File: config.mk
export PLATFORM = sky130hd
export DESIGN_NAME = lcd_cursor_scan
export DESIGN_NICKNAME = d
export VERILOG_FILES = /design/src/hdl/lcd_scan_pkg.sv /design/src/hdl/lcd_cursor_scan.sv /design/src/hdl/read_slot_timer.sv
export SDC_FILE = /design/constraint.sdc
export NUM_CORES = 1
export LEC_CHECK = 0
export ABC_AREA = 1
export BUFFER_PORTS_ARGS = -buffer_cell sky130_fd_sc_hd__buf_2
export CORE_MARGIN = 1.5
export CORE_UTILIZATION = 63
export DETAILED_ROUTE_END_ITERATION = 6
export GPL_ROUTABILITY_DRIVEN = 0
export PLACE_DENSITY_LB_ADDON = 0.3
export SLEW_MARGIN = 25
export SYNTH_ARGS = -nofsm -noshare
export SYNTH_HDL_FRONTEND = slang
export SYNTH_SLANG_ARGS = --single-unit
File: constraint.sdc
create_clock -name clk -period 6.43 [get_ports clk]
set_input_delay 0.3215 -clock clk [delete_from_list [all_inputs] [get_ports clk]]
set_output_delay 0.3215 -clock clk [all_outputs]
set_load 0.005 [all_outputs]
File: src/hdl/lcd_scan_pkg.sv
// Shared constants, types and helpers of the cursor access and scan block
package lcd_scan_pkg;
	localparam int CLK_KHZ          = 100000;
	localparam int READ_CYCLE_CLKS  = 9;
	localparam int CURSOR_HIDE_MS   = 300;
	localparam int CURSOR_HIDE_CLKS = CURSOR_HIDE_MS * CLK_KHZ;

	localparam logic [7:0]  CMD_SET_CURSOR  = 8'h46;
	localparam logic [7:0]  CMD_READ_CURSOR = 8'h47;
	localparam logic [7:0]  CMD_MEM_WRITE   = 8'h42;
	localparam logic [7:0]  CMD_MEM_READ    = 8'h43;
	localparam logic [5:0]  CMD_DIR_PREFIX  = 6'h13;
	localparam int          DIR_LSB         = 0;

	localparam logic [1:0]  DIR_RIGHT       = 2'h0;
	localparam logic [1:0]  DIR_LEFT        = 2'h1;
	localparam logic [1:0]  DIR_UP          = 2'h2;
	localparam logic [1:0]  DIR_DOWN        = 2'h3;

	localparam logic [15:0] CURSOR_RESET    = 16'h0000;
	localparam logic [1:0]  DIR_RESET       = DIR_RIGHT;
	localparam logic [3:0]  WIDE_FIELD_MIN  = 4'h8;

	typedef enum logic [2:0] {
		ST_IDLE   = 3'b000,
		ST_SETLO  = 3'b001,
		ST_SETHI  = 3'b011,
		ST_WRDATA = 3'b010,
		ST_RDDATA = 3'b110,
		ST_CSRLO  = 3'b111,
		ST_CSRHI  = 3'b101
	} host_state_t;

	typedef struct packed {
		logic [7:0]  charsPerRow;
		logic [7:0]  totalRowLength;
		logic [15:0] addressPitch;
		logic [3:0]  charFieldWidth;
		logic [3:0]  charFieldHeight;
		logic        graphicsMode;
		logic        dualPanel;
		logic [7:0]  panelLines;
		logic [15:0] upperStart;
		logic [15:0] lowerStart;
	} scan_cfg_t;

	typedef struct packed {
		logic        cursorOn;
		logic        threeLayer;
		logic        textShown;
		logic        mixedFirst;
		logic        blockShape;
		logic [15:0] layer1Base;
		logic [15:0] layer1Size;
		logic [15:0] layer3Base;
		logic [15:0] layer3Size;
		logic [15:0] textBase;
		logic [15:0] textSize;
	} cursor_cfg_t;

	typedef struct packed {
		logic        re;
		logic        we;
		logic [15:0] addr;
		logic [7:0]  wdata;
	} mem_req_t;

	typedef struct packed {
		logic        fetch;
		logic [15:0] addr;
		logic [3:0]  cgRow;
		logic [1:0]  rowBytes;
		logic        lowerPanel;
		logic        linePulse;
	} scan_out_t;

	// Sixteen-bit arithmetic wraps by itself at both ends
	function automatic logic [15:0] stepAddr(input logic [15:0] a, input logic [1:0] dir,
		input logic [15:0] pitch);
		logic [15:0] r;
		r = a;
		case (dir)
			DIR_RIGHT: r = a + 16'h0001;
			DIR_LEFT:  r = a - 16'h0001;
			DIR_UP:    r = a - pitch;
			default:   r = a + pitch;
		endcase
		return r;
	endfunction

	function automatic logic inWindow(input logic [15:0] a, input logic [15:0] base,
		input logic [15:0] size);
		logic [15:0] off;
		off = a - base;
		return off < size;
	endfunction
endpackage

File: src/hdl/lcd_cursor_scan.sv
// Cursor register, host memory access and raster scan address logic
`timescale 1ns/1ps
module lcd_cursor_scan #(
	parameter int HIDE_CLKS = lcd_scan_pkg::CURSOR_HIDE_CLKS
) (
	input  wire logic                     clk,        // System clock, 100 MHz
	input  wire logic                     arst_n,     // Asynchronous reset, active low
	input  wire logic                     hostWr,     // Host write strobe, one clock
	input  wire logic                     hostRd,     // Host read strobe, one clock
	input  wire logic                     hostA0,     // High: command, low: data
	input  wire logic [7:0]               hostDin,    // Host write data
	output logic [7:0]                    hostDout,   // Host read data
	output logic                          hostBusy,   // Access in flight, host waits
	input  wire lcd_scan_pkg::scan_cfg_t  scanCfg,    // Scan geometry
	input  wire lcd_scan_pkg::cursor_cfg_t cursorCfg, // Cursor layer and shape setup
	input  wire logic [7:0]               memRdata,   // Memory data, two clocks after grant
	output lcd_scan_pkg::mem_req_t        memReq,     // Memory request
	output logic [7:0]                    dispData,   // Fetched scan byte
	output lcd_scan_pkg::scan_out_t       scanOut,    // Scan address and timing
	output logic [15:0]                   cursorAddr, // Cursor address register
	output logic                          cursorVisible, // Cursor drawn
	output logic                          cursorBlock // Block shape, else bar
);
	import lcd_scan_pkg::*;

	host_state_t state_q;
	host_state_t state_d;
	logic [15:0] cursor_q;
	logic [15:0] cursor_d;
	logic [1:0]  dir_q;
	logic [1:0]  dir_d;
	logic [7:0]  setLo_q;
	logic [7:0]  setLo_d;
	logic        wrPend_q;
	logic        wrPend_d;
	logic [7:0]  wrData_q;
	logic [7:0]  wrData_d;
	logic        rdPend_q;
	logic        rdPend_d;
	logic [1:0]  hostCap_q;
	logic [1:0]  scanCap_q;
	logic        busy_q;
	logic [7:0]  hostDout_q;
	logic [7:0]  hostDout_d;
	mem_req_t    memReq_q;
	mem_req_t    memReq_d;
	logic [7:0]  dispData_q;

	logic [15:0] scanAddr_q;
	logic [15:0] scanAddr_d;
	logic [15:0] upStart_q;
	logic [15:0] upStart_d;
	logic [15:0] loStart_q;
	logic [15:0] loStart_d;
	logic [3:0]  cgRow_q;
	logic [3:0]  cgRow_d;
	logic [7:0]  lineCnt_q;
	logic [7:0]  lineCnt_d;
	logic        lower_q;
	logic        lower_d;
	scan_out_t   scanOut_q;
	scan_out_t   scanOut_d;

	logic [31:0] hideCnt_q;
	logic        hidden_q;
	logic        visible_q;
	logic        block_q;

	wire fetchSlot;
	wire lineEnd;

	read_slot_timer u_timer (
		.clk            (clk),
		.arst_n         (arst_n),
		.charsPerRow    (scanCfg.charsPerRow),
		.totalRowLength (scanCfg.totalRowLength),
		.fetchSlot      (fetchSlot),
		.lineEnd        (lineEnd)
	);

	// Host decode; everything is refused while an access is in flight
	wire accepted  = ~busy_q;
	wire isCmd     = hostWr & hostA0 & accepted;
	wire isDataWr  = hostWr & ~hostA0 & accepted;
	wire isDataRd  = hostRd & ~hostA0 & accepted;
	wire isDirCmd  = hostDin[7:2] == CMD_DIR_PREFIX;

	// Scan fetch slots have priority; host uses the other eight clocks of each read cycle and the line pause
	wire hostSlot  = ~fetchSlot;
	wire grantWr   = wrPend_q & hostSlot;
	wire grantRd   = rdPend_q & hostSlot & ~wrPend_q;

	wire [15:0] stepped   = stepAddr(cursor_q, dir_q, scanCfg.addressPitch);
	wire [15:0] stepTwice = stepAddr(stepped, dir_q, scanCfg.addressPitch);
	wire [15:0] readAddr  = cursorCfg.cursorOn ? stepTwice : cursor_q;

	wire busy_d = wrPend_d | rdPend_d | hostCap_q[0] | grantRd;

	// Host command and data sequencing
	always_comb begin
		state_d  = state_q;
		cursor_d = cursor_q;
		dir_d    = dir_q;
		setLo_d  = setLo_q;
		wrPend_d = wrPend_q;
		wrData_d = wrData_q;
		rdPend_d = rdPend_q;
		if (isCmd) begin
			if (isDirCmd) begin
				dir_d   = hostDin[DIR_LSB +: 2];
				state_d = ST_IDLE;
			end else if (hostDin == CMD_SET_CURSOR) begin
				state_d = ST_SETLO;
			end else if (hostDin == CMD_READ_CURSOR) begin
				state_d = ST_CSRLO;
			end else if (hostDin == CMD_MEM_WRITE) begin
				state_d = ST_WRDATA;
			end else if (hostDin == CMD_MEM_READ) begin
				state_d  = ST_RDDATA;
				rdPend_d = 1'b1;
			end else begin
				state_d = ST_IDLE;
			end
		end else if (isDataWr) begin
			case (state_q)
				ST_SETLO: begin
					setLo_d = hostDin;
					state_d = ST_SETHI;
				end
				ST_SETHI: begin
					cursor_d = {hostDin, setLo_q};
					state_d  = ST_IDLE;
				end
				ST_WRDATA: begin
					wrPend_d = 1'b1;
					wrData_d = hostDin;
				end
				default: state_d = state_q;
			endcase
		end else if (isDataRd) begin
			case (state_q)
				ST_RDDATA: begin
					cursor_d = stepped;
					rdPend_d = 1'b1;
				end
				ST_CSRLO: state_d = ST_CSRHI;
				ST_CSRHI: state_d = ST_IDLE;
				default:  state_d = state_q;
			endcase
		end
		if (grantWr) begin
			wrPend_d = 1'b0;
			cursor_d = stepped;
		end
		if (grantRd) begin
			rdPend_d = 1'b0;
		end
	end

	// Read data: captured host read byte first, cursor bytes in readback states, else held
	always_comb begin
		hostDout_d = hostDout_q;
		if (hostCap_q[1]) begin
			hostDout_d = memRdata;
		end else if (state_d == ST_CSRLO) begin
			hostDout_d = cursor_q[7:0];
		end else if (state_d == ST_CSRHI) begin
			hostDout_d = cursor_q[15:8];
		end
	end

	// Only this block drives the memory port; the host has no path of its own
	always_comb begin
		memReq_d = '0;
		if (fetchSlot) begin
			memReq_d.re   = 1'b1;
			memReq_d.addr = scanAddr_q;
		end else if (grantWr) begin
			memReq_d.we    = 1'b1;
			memReq_d.addr  = cursor_q;
			memReq_d.wdata = wrData_q;
		end else if (grantRd) begin
			memReq_d.re   = 1'b1;
			memReq_d.addr = readAddr;
		end
	end

	// Line and panel stepping
	wire        lastPanel = ~scanCfg.dualPanel | lower_q;
	wire        rowDone   = scanCfg.graphicsMode | (cgRow_q == scanCfg.charFieldHeight);
	wire        frameDone = lineCnt_q == scanCfg.panelLines;
	wire [15:0] upNext    = upStart_q + scanCfg.addressPitch;
	wire [15:0] loNext    = loStart_q + scanCfg.addressPitch;
	wire [1:0]  rowBytes  = (scanCfg.charFieldWidth >= WIDE_FIELD_MIN) ? 2'h2 : 2'h1;

	always_comb begin
		upStart_d = upStart_q;
		loStart_d = loStart_q;
		cgRow_d   = cgRow_q;
		lineCnt_d = lineCnt_q;
		lower_d   = lower_q;
		if (lineEnd) begin
			lower_d = scanCfg.dualPanel & ~lower_q;
			if (lastPanel) begin
				if (frameDone) begin
					upStart_d = scanCfg.upperStart;
					loStart_d = scanCfg.lowerStart;
					cgRow_d   = 4'h0;
					lineCnt_d = 8'h00;
				end else begin
					lineCnt_d = lineCnt_q + 8'h01;
					cgRow_d   = rowDone ? 4'h0 : cgRow_q + 4'h1;
					if (rowDone) begin
						upStart_d = upNext;
						loStart_d = loNext;
					end
				end
			end
		end
	end

	always_comb begin
		scanAddr_d = scanAddr_q;
		if (lineEnd) begin
			scanAddr_d = lower_d ? loStart_d : upStart_d;
		end else if (fetchSlot) begin
			scanAddr_d = scanAddr_q + 16'h0001;
		end
	end

	always_comb begin
		scanOut_d            = '0;
		scanOut_d.fetch      = fetchSlot;
		scanOut_d.addr       = scanAddr_q;
		scanOut_d.cgRow      = cgRow_q;
		scanOut_d.rowBytes   = rowBytes;
		scanOut_d.lowerPanel = lower_q;
		scanOut_d.linePulse  = lineEnd & lastPanel;
	end

	// Cursor layer and shape
	wire [15:0] layerBase = cursorCfg.threeLayer ? cursorCfg.layer3Base : cursorCfg.layer1Base;
	wire [15:0] layerSize = cursorCfg.threeLayer ? cursorCfg.layer3Size : cursorCfg.layer1Size;
	wire        inLayer   = inWindow(cursor_q, layerBase, layerSize);
	wire        onText    = inWindow(cursor_q, cursorCfg.textBase, cursorCfg.textSize);
	wire        hideHit   = hideCnt_q == 32'(HIDE_CLKS);
	wire        visible_d = cursorCfg.cursorOn & inLayer & ~hidden_q;
	wire        blockText = ~cursorCfg.mixedFirst | onText;
	wire        block_d   = cursorCfg.textShown & cursorCfg.blockShape & blockText;

	// Off-screen timer; visible_d also needs inLayer, so even brief excursions hide the cursor
	always_ff @(posedge clk or negedge arst_n) begin
		if (!arst_n) begin
			hideCnt_q <= 32'h0000_0000;
			hidden_q  <= 1'b0;
		end else if (inLayer) begin
			hideCnt_q <= 32'h0000_0000;
			hidden_q  <= 1'b0;
		end else if (hideHit) begin
			hidden_q  <= 1'b1;
		end else begin
			hideCnt_q <= hideCnt_q + 32'h0000_0001;
		end
	end

	always_ff @(posedge clk or negedge arst_n) begin
		if (!arst_n) begin
			state_q  <= ST_IDLE;
			cursor_q <= CURSOR_RESET;
			dir_q    <= DIR_RESET;
			setLo_q  <= 8'h00;
		end else begin
			state_q  <= state_d;
			cursor_q <= cursor_d;
			dir_q    <= dir_d;
			setLo_q  <= setLo_d;
		end
	end

	always_ff @(posedge clk or negedge arst_n) begin
		if (!arst_n) begin
			wrPend_q  <= 1'b0;
			wrData_q  <= 8'h00;
			rdPend_q  <= 1'b0;
			busy_q    <= 1'b0;
			hostCap_q <= 2'h0;
			hostDout_q <= 8'h00;
		end else begin
			wrPend_q  <= wrPend_d;
			wrData_q  <= wrData_d;
			rdPend_q  <= rdPend_d;
			busy_q    <= busy_d;
			hostCap_q <= {hostCap_q[0], grantRd};
			hostDout_q <= hostDout_d;
		end
	end

	always_ff @(posedge clk or negedge arst_n) begin
		if (!arst_n) begin
			memReq_q   <= '0;
			scanCap_q  <= 2'h0;
			dispData_q <= 8'h00;
		end else begin
			memReq_q   <= memReq_d;
			scanCap_q  <= {scanCap_q[0], fetchSlot};
			if (scanCap_q[1]) begin
				dispData_q <= memRdata;
			end
		end
	end

	always_ff @(posedge clk or negedge arst_n) begin
		if (!arst_n) begin
			scanAddr_q <= 16'h0000;
			upStart_q  <= 16'h0000;
			loStart_q  <= 16'h0000;
			cgRow_q    <= 4'h0;
			lineCnt_q  <= 8'h00;
			lower_q    <= 1'b0;
			scanOut_q  <= '0;
		end else begin
			scanAddr_q <= scanAddr_d;
			upStart_q  <= upStart_d;
			loStart_q  <= loStart_d;
			cgRow_q    <= cgRow_d;
			lineCnt_q  <= lineCnt_d;
			lower_q    <= lower_d;
			scanOut_q  <= scanOut_d;
		end
	end

	always_ff @(posedge clk or negedge arst_n) begin
		if (!arst_n) begin
			visible_q <= 1'b0;
			block_q   <= 1'b0;
		end else begin
			visible_q <= visible_d;
			block_q   <= block_d;
		end
	end

	assign hostDout      = hostDout_q;
	assign hostBusy      = busy_q;
	assign memReq        = memReq_q;
	assign dispData      = dispData_q;
	assign scanOut       = scanOut_q;
	assign cursorAddr    = cursor_q;
	assign cursorVisible = visible_q;
	assign cursorBlock   = block_q;
endmodule

File: src/hdl/read_slot_timer.sv
// Nine-clock read cycle timer with per-line fetch and pause phases
`timescale 1ns/1ps
module read_slot_timer (
	input  wire logic       clk,            // System clock
	input  wire logic       arst_n,         // Asynchronous reset, active low
	input  wire logic [7:0] charsPerRow,    // Last fetched address count of a line
	input  wire logic [7:0] totalRowLength, // Last read cycle count of a line
	output logic            fetchSlot,      // Scan owns memory this clock
	output logic            lineEnd         // Last clock of the line
);
	import lcd_scan_pkg::*;

	localparam logic [3:0] LAST_PHASE = 4'(READ_CYCLE_CLKS - 1);

	logic [3:0] phase_q;
	logic [7:0] cycle_q;

	wire phaseEnd  = phase_q == LAST_PHASE;
	wire rowEnd    = cycle_q == totalRowLength;
	wire inFetch   = cycle_q <= charsPerRow;

	assign fetchSlot = (phase_q == 4'h0) && inFetch;
	assign lineEnd   = phaseEnd && rowEnd;

	always_ff @(posedge clk or negedge arst_n) begin
		if (!arst_n) begin
			phase_q <= 4'h0;
			cycle_q <= 8'h00;
		end else begin
			phase_q <= phaseEnd ? 4'h0 : phase_q + 4'h1;
			if (phaseEnd) begin
				cycle_q <= rowEnd ? 8'h00 : cycle_q + 8'h01;
			end
		end
	end
endmodule

==> results.toml, run 1 <==
[logic_synthesis]
synth_top_area_share_pct = 31.9
synth.most_common_cell = "nand2_1"
synth_area_per_cell_um2 = 7.18
syn_nets = 2725
seq_area_frac_synth_pct = 31.9
ys_warn_count = 0
ys_seq_elements = 218
synth.area.top_cells = "dfrtp_1, nand2_1, ha_1"
synth_area_um2 = 17100
synth_common_cells = "nand2_1, inv_1, dfrtp_1, nor2_1, nand3_1"
synth_cell_types = 49
async_flop_share_pct = 100
synth-edff-count = 0
synth_top_area_cell = "dfrtp_1"
synthCells = 2378
synthFlopType = "dfrtp_1"

[placement]
placed_cells = 2961
hpwl_um = 39700
dpl_cell_area_um2 = 18800
pre_cts_slack_ns = 1.54
io_buffers = 286

[cts]
h-tree-depth = 1
worstSkewPairLatency_ns = 0.53
cts_setup_buffers = 0
numCtsBuffers = 25
cts.path.max_buffers = 3
cts_root_buf = "clkbuf_16"
clock-sinks = 218
cts_tree = "done"
path_clk_slew_ns = 0.06

[setup_path]
startpoint = "dir_q[1]$_DFFE_PN0P_"
rr_startpoint = "dir_q[1]$_DFFE_PN0P_"
crit_type = "reg2reg"
critPathCaptureType = "flip-flop"
critical_path_required_ns = 6.90
crit_path_max_fanout = 17
arrival_ns = 5.28
start_kind = "flip-flop"

[cells_and_area]
area_growth_pct = 15.0
drive_gt1_share_pct = 14.8
diodes = 0
fillers = 2103
stdcell_area_um2 = 19600
finalNetCount = 2998
stdcell_count = 3008
utilization_pct = 73.3

[power]
finalPower_mw = 6.54
p_per_area_nw_per_um2 = 333
p_leak_nw = 10.5
peakVddDrop_v = 0.000198

[route]
vias = 17700
routedWlPerCell_um = 17.1
drc = 2
ant_nets = 0
drt_wl_total_um = 51400
firstDrtPassIters = 7
drtIter0Drc = 1689
vias_per_cell = 5.88

[sta]
worst_slack_ns = 1.63
setup_viol = 0
finalHoldViolCount = 0
grt_setup_unrepaired = "no"
post-route-min-period_ns = 4.80
totalNegativeSetupSlack_ns = 0
period_share_pct = 74.7
relSlewSlack_pct = 37.8
tightestPinTransition_ns = 0.931
final_max_slew_viol_count = 0
holdWs_ns = 0.0415
fmax_mhz = 208
fin_worst_skew_ns = 0.0206

[floorplan]
dieArea_um2 = 28100
io_pins = 290
fp.dieW_um = 168
start_util_pct = 63.7
chipHeight_um = 168
core_um2 = 26800
num_rows = 60

[grt]
grt_pass1_wl_um = 81900
grt_start_max_net_pins = 85
antenna_found_initial = 0
overflow = 0
grt.total_usage_pct = 36.0
grt_pass1_vias = 16900

[outcome]
violations = "DRC"
outcome = "finished, violations left"

[worst_hold_path]
hold_class = "in2reg"
min_from = "memRdata[7]"

[flow_run]
drv_cap = 0
==> area by class of cell <==
| class | instances | area (um^2) | area share (%) |
|---|---|---|---|
| sequential | 218 | 5460 | 27.8 |
| clock inverter | 6 | 97.6 | 0.497 |
| multi-input combinational | 1774 | 10100 | 51.7 |
| inverter | 338 | 1270 | 6.46 |
| timing repair buffer | 294 | 1510 | 7.70 |
| clock buffer | 37 | 731 | 3.72 |
| tap | 341 | 427 | 2.17 |
==> critical path: stages, from the launching register on <==
cell and delay, ns:
dfrtp_1 0.75, inv_1 0.33, o21ai_0 0.27, xor2_1 0.30, ha_1 0.36, a21oi_1 0.17
nand2_1 0.11, a21boi_0 0.35, o21ai_0 0.25, a21oi_1 0.17, nand2_1 0.06, nand2_1 0.10
inv_1 0.05, ha_1 0.37, nand2_1 0.14, o21ai_0 0.27, a21oi_1 0.08, or2_2 0.28
nand3_1 0.10, o211ai_1 0.11, nand3_1 0.11
==> timing repair <==
item | in CTS | in global routing
resized for setup | 0 | 0
hold buffers | 4 | 0
endpoints found under the hold margin | 85 | 0
endpoints found under the setup margin | 0 | 0
==> cell usage in the layout, fill, tap and decap left out, types with 4 or more instances in the layout <==
| cell type | synthesis | routed |
|---|---|---|
| o22ai_1 | 8 | 8 |
| xnor2_1 | 33 | 33 |
| fa_1 | 6 | 6 |
| nand3b_1 | 12 | 12 |
| nand2_2 | 6 | 6 |
| mux2_2 | 10 | 10 |
| nor2_1 | 214 | 214 |
| o31ai_1 | 6 | 6 |
| nor4_1 | 17 | 17 |
| a21o_1 | 15 | 15 |
| a31oi_1 | 27 | 27 |
| o21ai_1 | 6 | 6 |
| mux2i_1 | 29 | 29 |
| o21ai_0 | 113 | 113 |
| nor3_1 | 45 | 45 |
| inv_1 | 330 | 330 |
| nand2_1 | 557 | 557 |
| xor2_1 | 62 | 62 |
| nor2_2 | 10 | 10 |
| nand4_1 | 42 | 42 |
| or2_2 | 20 | 20 |
| nand3_1 | 160 | 160 |
| clkbuf_8 | 0 | 6 |
| inv_2 | 5 | 5 |
| o21bai_1 | 19 | 19 |
| dfrtp_1 | 218 | 218 |
| buf_2 | 20 | 285 |
| dlygate4sd3_1 | 0 | 4 |
| nor2_4 | 4 | 4 |
| o21a_1 | 6 | 6 |
| buf_4 | 1 | 4 |
| a21oi_1 | 156 | 156 |
| ha_1 | 137 | 137 |
| o221ai_1 | 4 | 4 |
| clkbuf_16 | 0 | 25 |
| o211ai_1 | 25 | 25 |
| clkbuf_1 | 27 | 6 |
==> sequential cells by signal, indices dropped and copies added (netlist names), 2 cells and up <==
register         count
hostCap_q            2
cursorAddr          16
lineCnt_q            8
u_timer.phase_q      4
scanAddr_q          16
u_timer.cycle_q      8
scanOut             24
memReq              26
dir_q                2
scanCap_q            2
state_q              3
loStart_q           16
cgRow_q              4
hideCnt_q           32
setLo_q              8
upStart_q           16
wrData_q             8
hostDout             8
dispData             8
==> final timing paths <==
| kind | cells past startpoint | to | slack, ns |
|---|---|---|---|
| max | 20 | memReq[19]$_DFF_PN0_ | 1.63 |
| min | 2 | dispData[7]$_DFFE_PN0P_ | 0.04 |
| max reg2reg | 20 | memReq[19]$_DFF_PN0_ | 1.63 |
| min reg2reg | 0 | hostCap_q[1]$_DFF_PN0_ | 0.38 |
| max in group asynchronous | 3 | loStart_q[15]$_DFF_PN0_ | 4.68 |
| min in group asynchronous | 2 | dispData[2]$_DFFE_PN0P_ | 0.37 |
==> where the power goes <==
part / total, mW / internal (mW) / switching [mW] / leakage (nW)
clock network: 1.44 / 0.866 / 0.571 / 0.404
registers: 2.00 / 1.64 / 0.360 / 2.68
logic: 3.11 / 1.17 / 1.93 / 7.44
total: 6.54 / 3.68 / 2.87 / 10.5
==> logic make-up after synthesis <==
group,share of synthesized area (%)
adder cells (fa/ha/maj),10.7
AO/OA/AOI/OAI,13.0
AND/OR/NAND/NOR,28.4
buffers and inverters,8.65
multiplexers,2.36
flip-flops,31.9
XOR/XNOR,4.87
==> metal layers <==
layer  up-vias  global-route usage [%]  share of wire (%)
met5         -                       0                  0
li1       8382                       -                  -
met4         0                    19.0                5.6
met2       977                    62.1                 47
met3       200                    5.55                9.3
met1      8134                    43.6                 38
Note: power is estimated with default switching activity, not from simulation.
==> run 2: changes to the inputs <==
- CORE_UTILIZATION: 63 -> 58
- clock period: 6.43 -> 4.9 ns (I/O delays scaled with it)
==> results.toml, run 2 (synthesis gave the netlist of run 1 again) <==
[cells_and_area]
largest-register = "hideCnt_q"
utilization_pct = 69.0
final_cell_mix = "nand2_1, inv_1, buf_2"
area_growth_pct = 16.5
stdcell_count = 3070
fillers = 2465
finalNetCount = 3014
multi_input_area_um2 = 10100
stdcell_area_um2 = 19900
largest_reg_flops = 32
seq_area_um2 = 5460
diodes = 0
drive_gt1_share_pct = 15.3
final_common_cell = "nand2_1"

[route]
drt_wl_total_um = 52000
vias_per_cell = 5.74
drtIter0Drc = 1583
firstDrtPassIters = 6
routedWlPerCell_um = 16.9
ant_nets = 0
vias = 17600
drc = 0

[floorplan]
core_um2 = 28900
fp.dieW_um = 175
start_util_pct = 59.2
io_pins = 290
num_rows = 62
chipHeight_um = 175
dieArea_um2 = 30500

[setup_path]
r2r_slack_ns = 0.45
rr_startpoint = "dir_q[1]$_DFFE_PN0P_"
max_stage_delay_ns = 0.52
reg2reg_to = "memReq[19]$_DFF_PN0_"
arrival_ns = 4.92
cp_cell_sequence = "inv_1 > o21ai_0 > xor2_1 > ha_1 > a21oi_1 > nand2_1 > a21boi_0 > o21ai_0 > a21oi_1 > nand2_1 > nand2_1 > inv_1 > ha_1 > nand2_1 > o21ai_0 > a21oi_1 > or2_2 > nand3_1 > o211ai_1 > nand3_1"
critical_path_required_ns = 5.37
worst-r2r-cell-count = 20
cp_common_cell = "nand2_1"
critPathCaptureType = "flip-flop"
crit_path_max_fanout = 17
crit_slowest_cell = "dfrtp_2"
start_kind = "flip-flop"
crit_type = "reg2reg"

[cts]
worstSkewPairLatency_ns = 0.53
cts_root_buf = "clkbuf_16"
cts.path.max_buffers = 3
h-tree-depth = 1
numCtsBuffers = 25
path_clk_slew_ns = 0.06
cts_setup_buffers = 0
clock-sinks = 218
cts_tree = "done"

[power]
p_sw_share_pct = 43.7
peakVddDrop_v = 0.000280
p_sw_mw = 3.83
intPower_mw = 4.93
p_comb_share_pct = 46.6
finalPower_mw = 8.76
p_leak_nw = 10.6
power_frac_seq_pct = 30.1
p_per_area_nw_per_um2 = 440
p_clk_share_pct = 23.3

[outcome]
outcome = "completed"

[sta]
worst_slack_ns = 0.447
holdWs_ns = 0.0209
period_share_pct = 90.9
setup_viol = 0
final_max_slew_viol_count = 0
totalNegativeSetupSlack_ns = 0
grt_setup_unrepaired = "no"
post-route-min-period_ns = 4.45
finalHoldViolCount = 0
fmax_mhz = 225
fin_worst_skew_ns = 0.00901
tightestPinTransition_ns = 0.936
relSlewSlack_pct = 37.6

[flow_run]
drv_cap = 0

[grt]
grt_pass1_vias = 16500
overflow = 0
grt_pass1_wl_um = 82700
grt_start_max_net_pins = 119
antenna_found_initial = 2
grt.total_usage_pct = 33.7

[worst_hold_path]
min_from = "scanCfg[11]"
hold_depth = 3
hold_class = "in2reg"
holdPathEnd = "loStart_q[11]$_DFF_PN0_"

[placement]
io_buffers = 286
hpwl_um = 40000
dpl_cell_area_um2 = 18900
placed_cells = 3010
pre_cts_slack_ns = 0.317
==> run 2: changes by cell type in the layout (fill, tap and decap cells not counted), moves of 4 or more <==
| cell | change |
|---|---|
| dlygate4sd3_1 | +10 |
| clkinv_4 | +5 |
| buf_4 | +6 |
| clkbuf_1 | -4 |
| clkinvlp_4 | +5 |
| clkbuf_8 | -6 |
==> run 2: worst max-delay path: cells and delay by family (launching register included) <==
kind                       cells  cell delay [ns]
AOI/OAI and AO/OA              8             1.64
and+or+nand+nor                7             0.88
buffers and inverters          2             0.29
adders and majority gates      2             0.71
xor gates and xnor gates       1             0.33
DFF                            1             0.52
==> run 2: power by group through the flow <==
stage	clock network [mW]	registers (mW)	logic [mW]
finish	2.04	2.64	4.08
global route	2.14	2.66	4.62
CTS	2.05	2.62	4.03
detailed placement	0	2.65	4.00
global placement	0	2.64	3.86
floorplan	0	2.45	2.86
==> run 2: per-layer routing <==
layer  vias to the layer above  track usage (%)  routed length, um
met1                      8103             42.4              20100
li1                       8434                -                  -
met5                         -                0                 12
met4                         2             16.5               2960
met2                       907             56.8              24100
met3                       168             5.27               4830
==> run 2: worst max path at each step <==
stage,cells after the start,from,endpoint
global route,21,dir_q[1]$_DFFE_PN0P_,memReq[22]$_DFF_PN0_
global placement,20,dir_q[1]$_DFFE_PN0P_,memReq[19]$_DFF_PN0_
finish,20,dir_q[1]$_DFFE_PN0P_,memReq[19]$_DFF_PN0_
detailed placement,23,scanCfg[51],memReq[23]$_DFF_PN0_
floorplan,23,dir_q[1]$_DFFE_PN0P_,memReq[22]$_DFF_PN0_
CTS,20,dir_q[1]$_DFFE_PN0P_,memReq[19]$_DFF_PN0_
==> run 2: timing repair <==
action / 4_1_cts / 5_1_grt
hold buffers: 14 / 0
setup endpoints to repair: 0 / 4
hold endpoints to repair: 129 / 0
resized for setup: 0 / 1
==> run 2: final cells by class <==
class / count / share of cell area [%]
tap: 384 / 2.41
timing repair buffer: 310 / 8.32
inverter: 338 / 6.37
multi-input combinational: 1774 / 51.0
clock inverter: 19 / 1.31
sequential: 218 / 27.4
clock buffer: 27 / 3.18
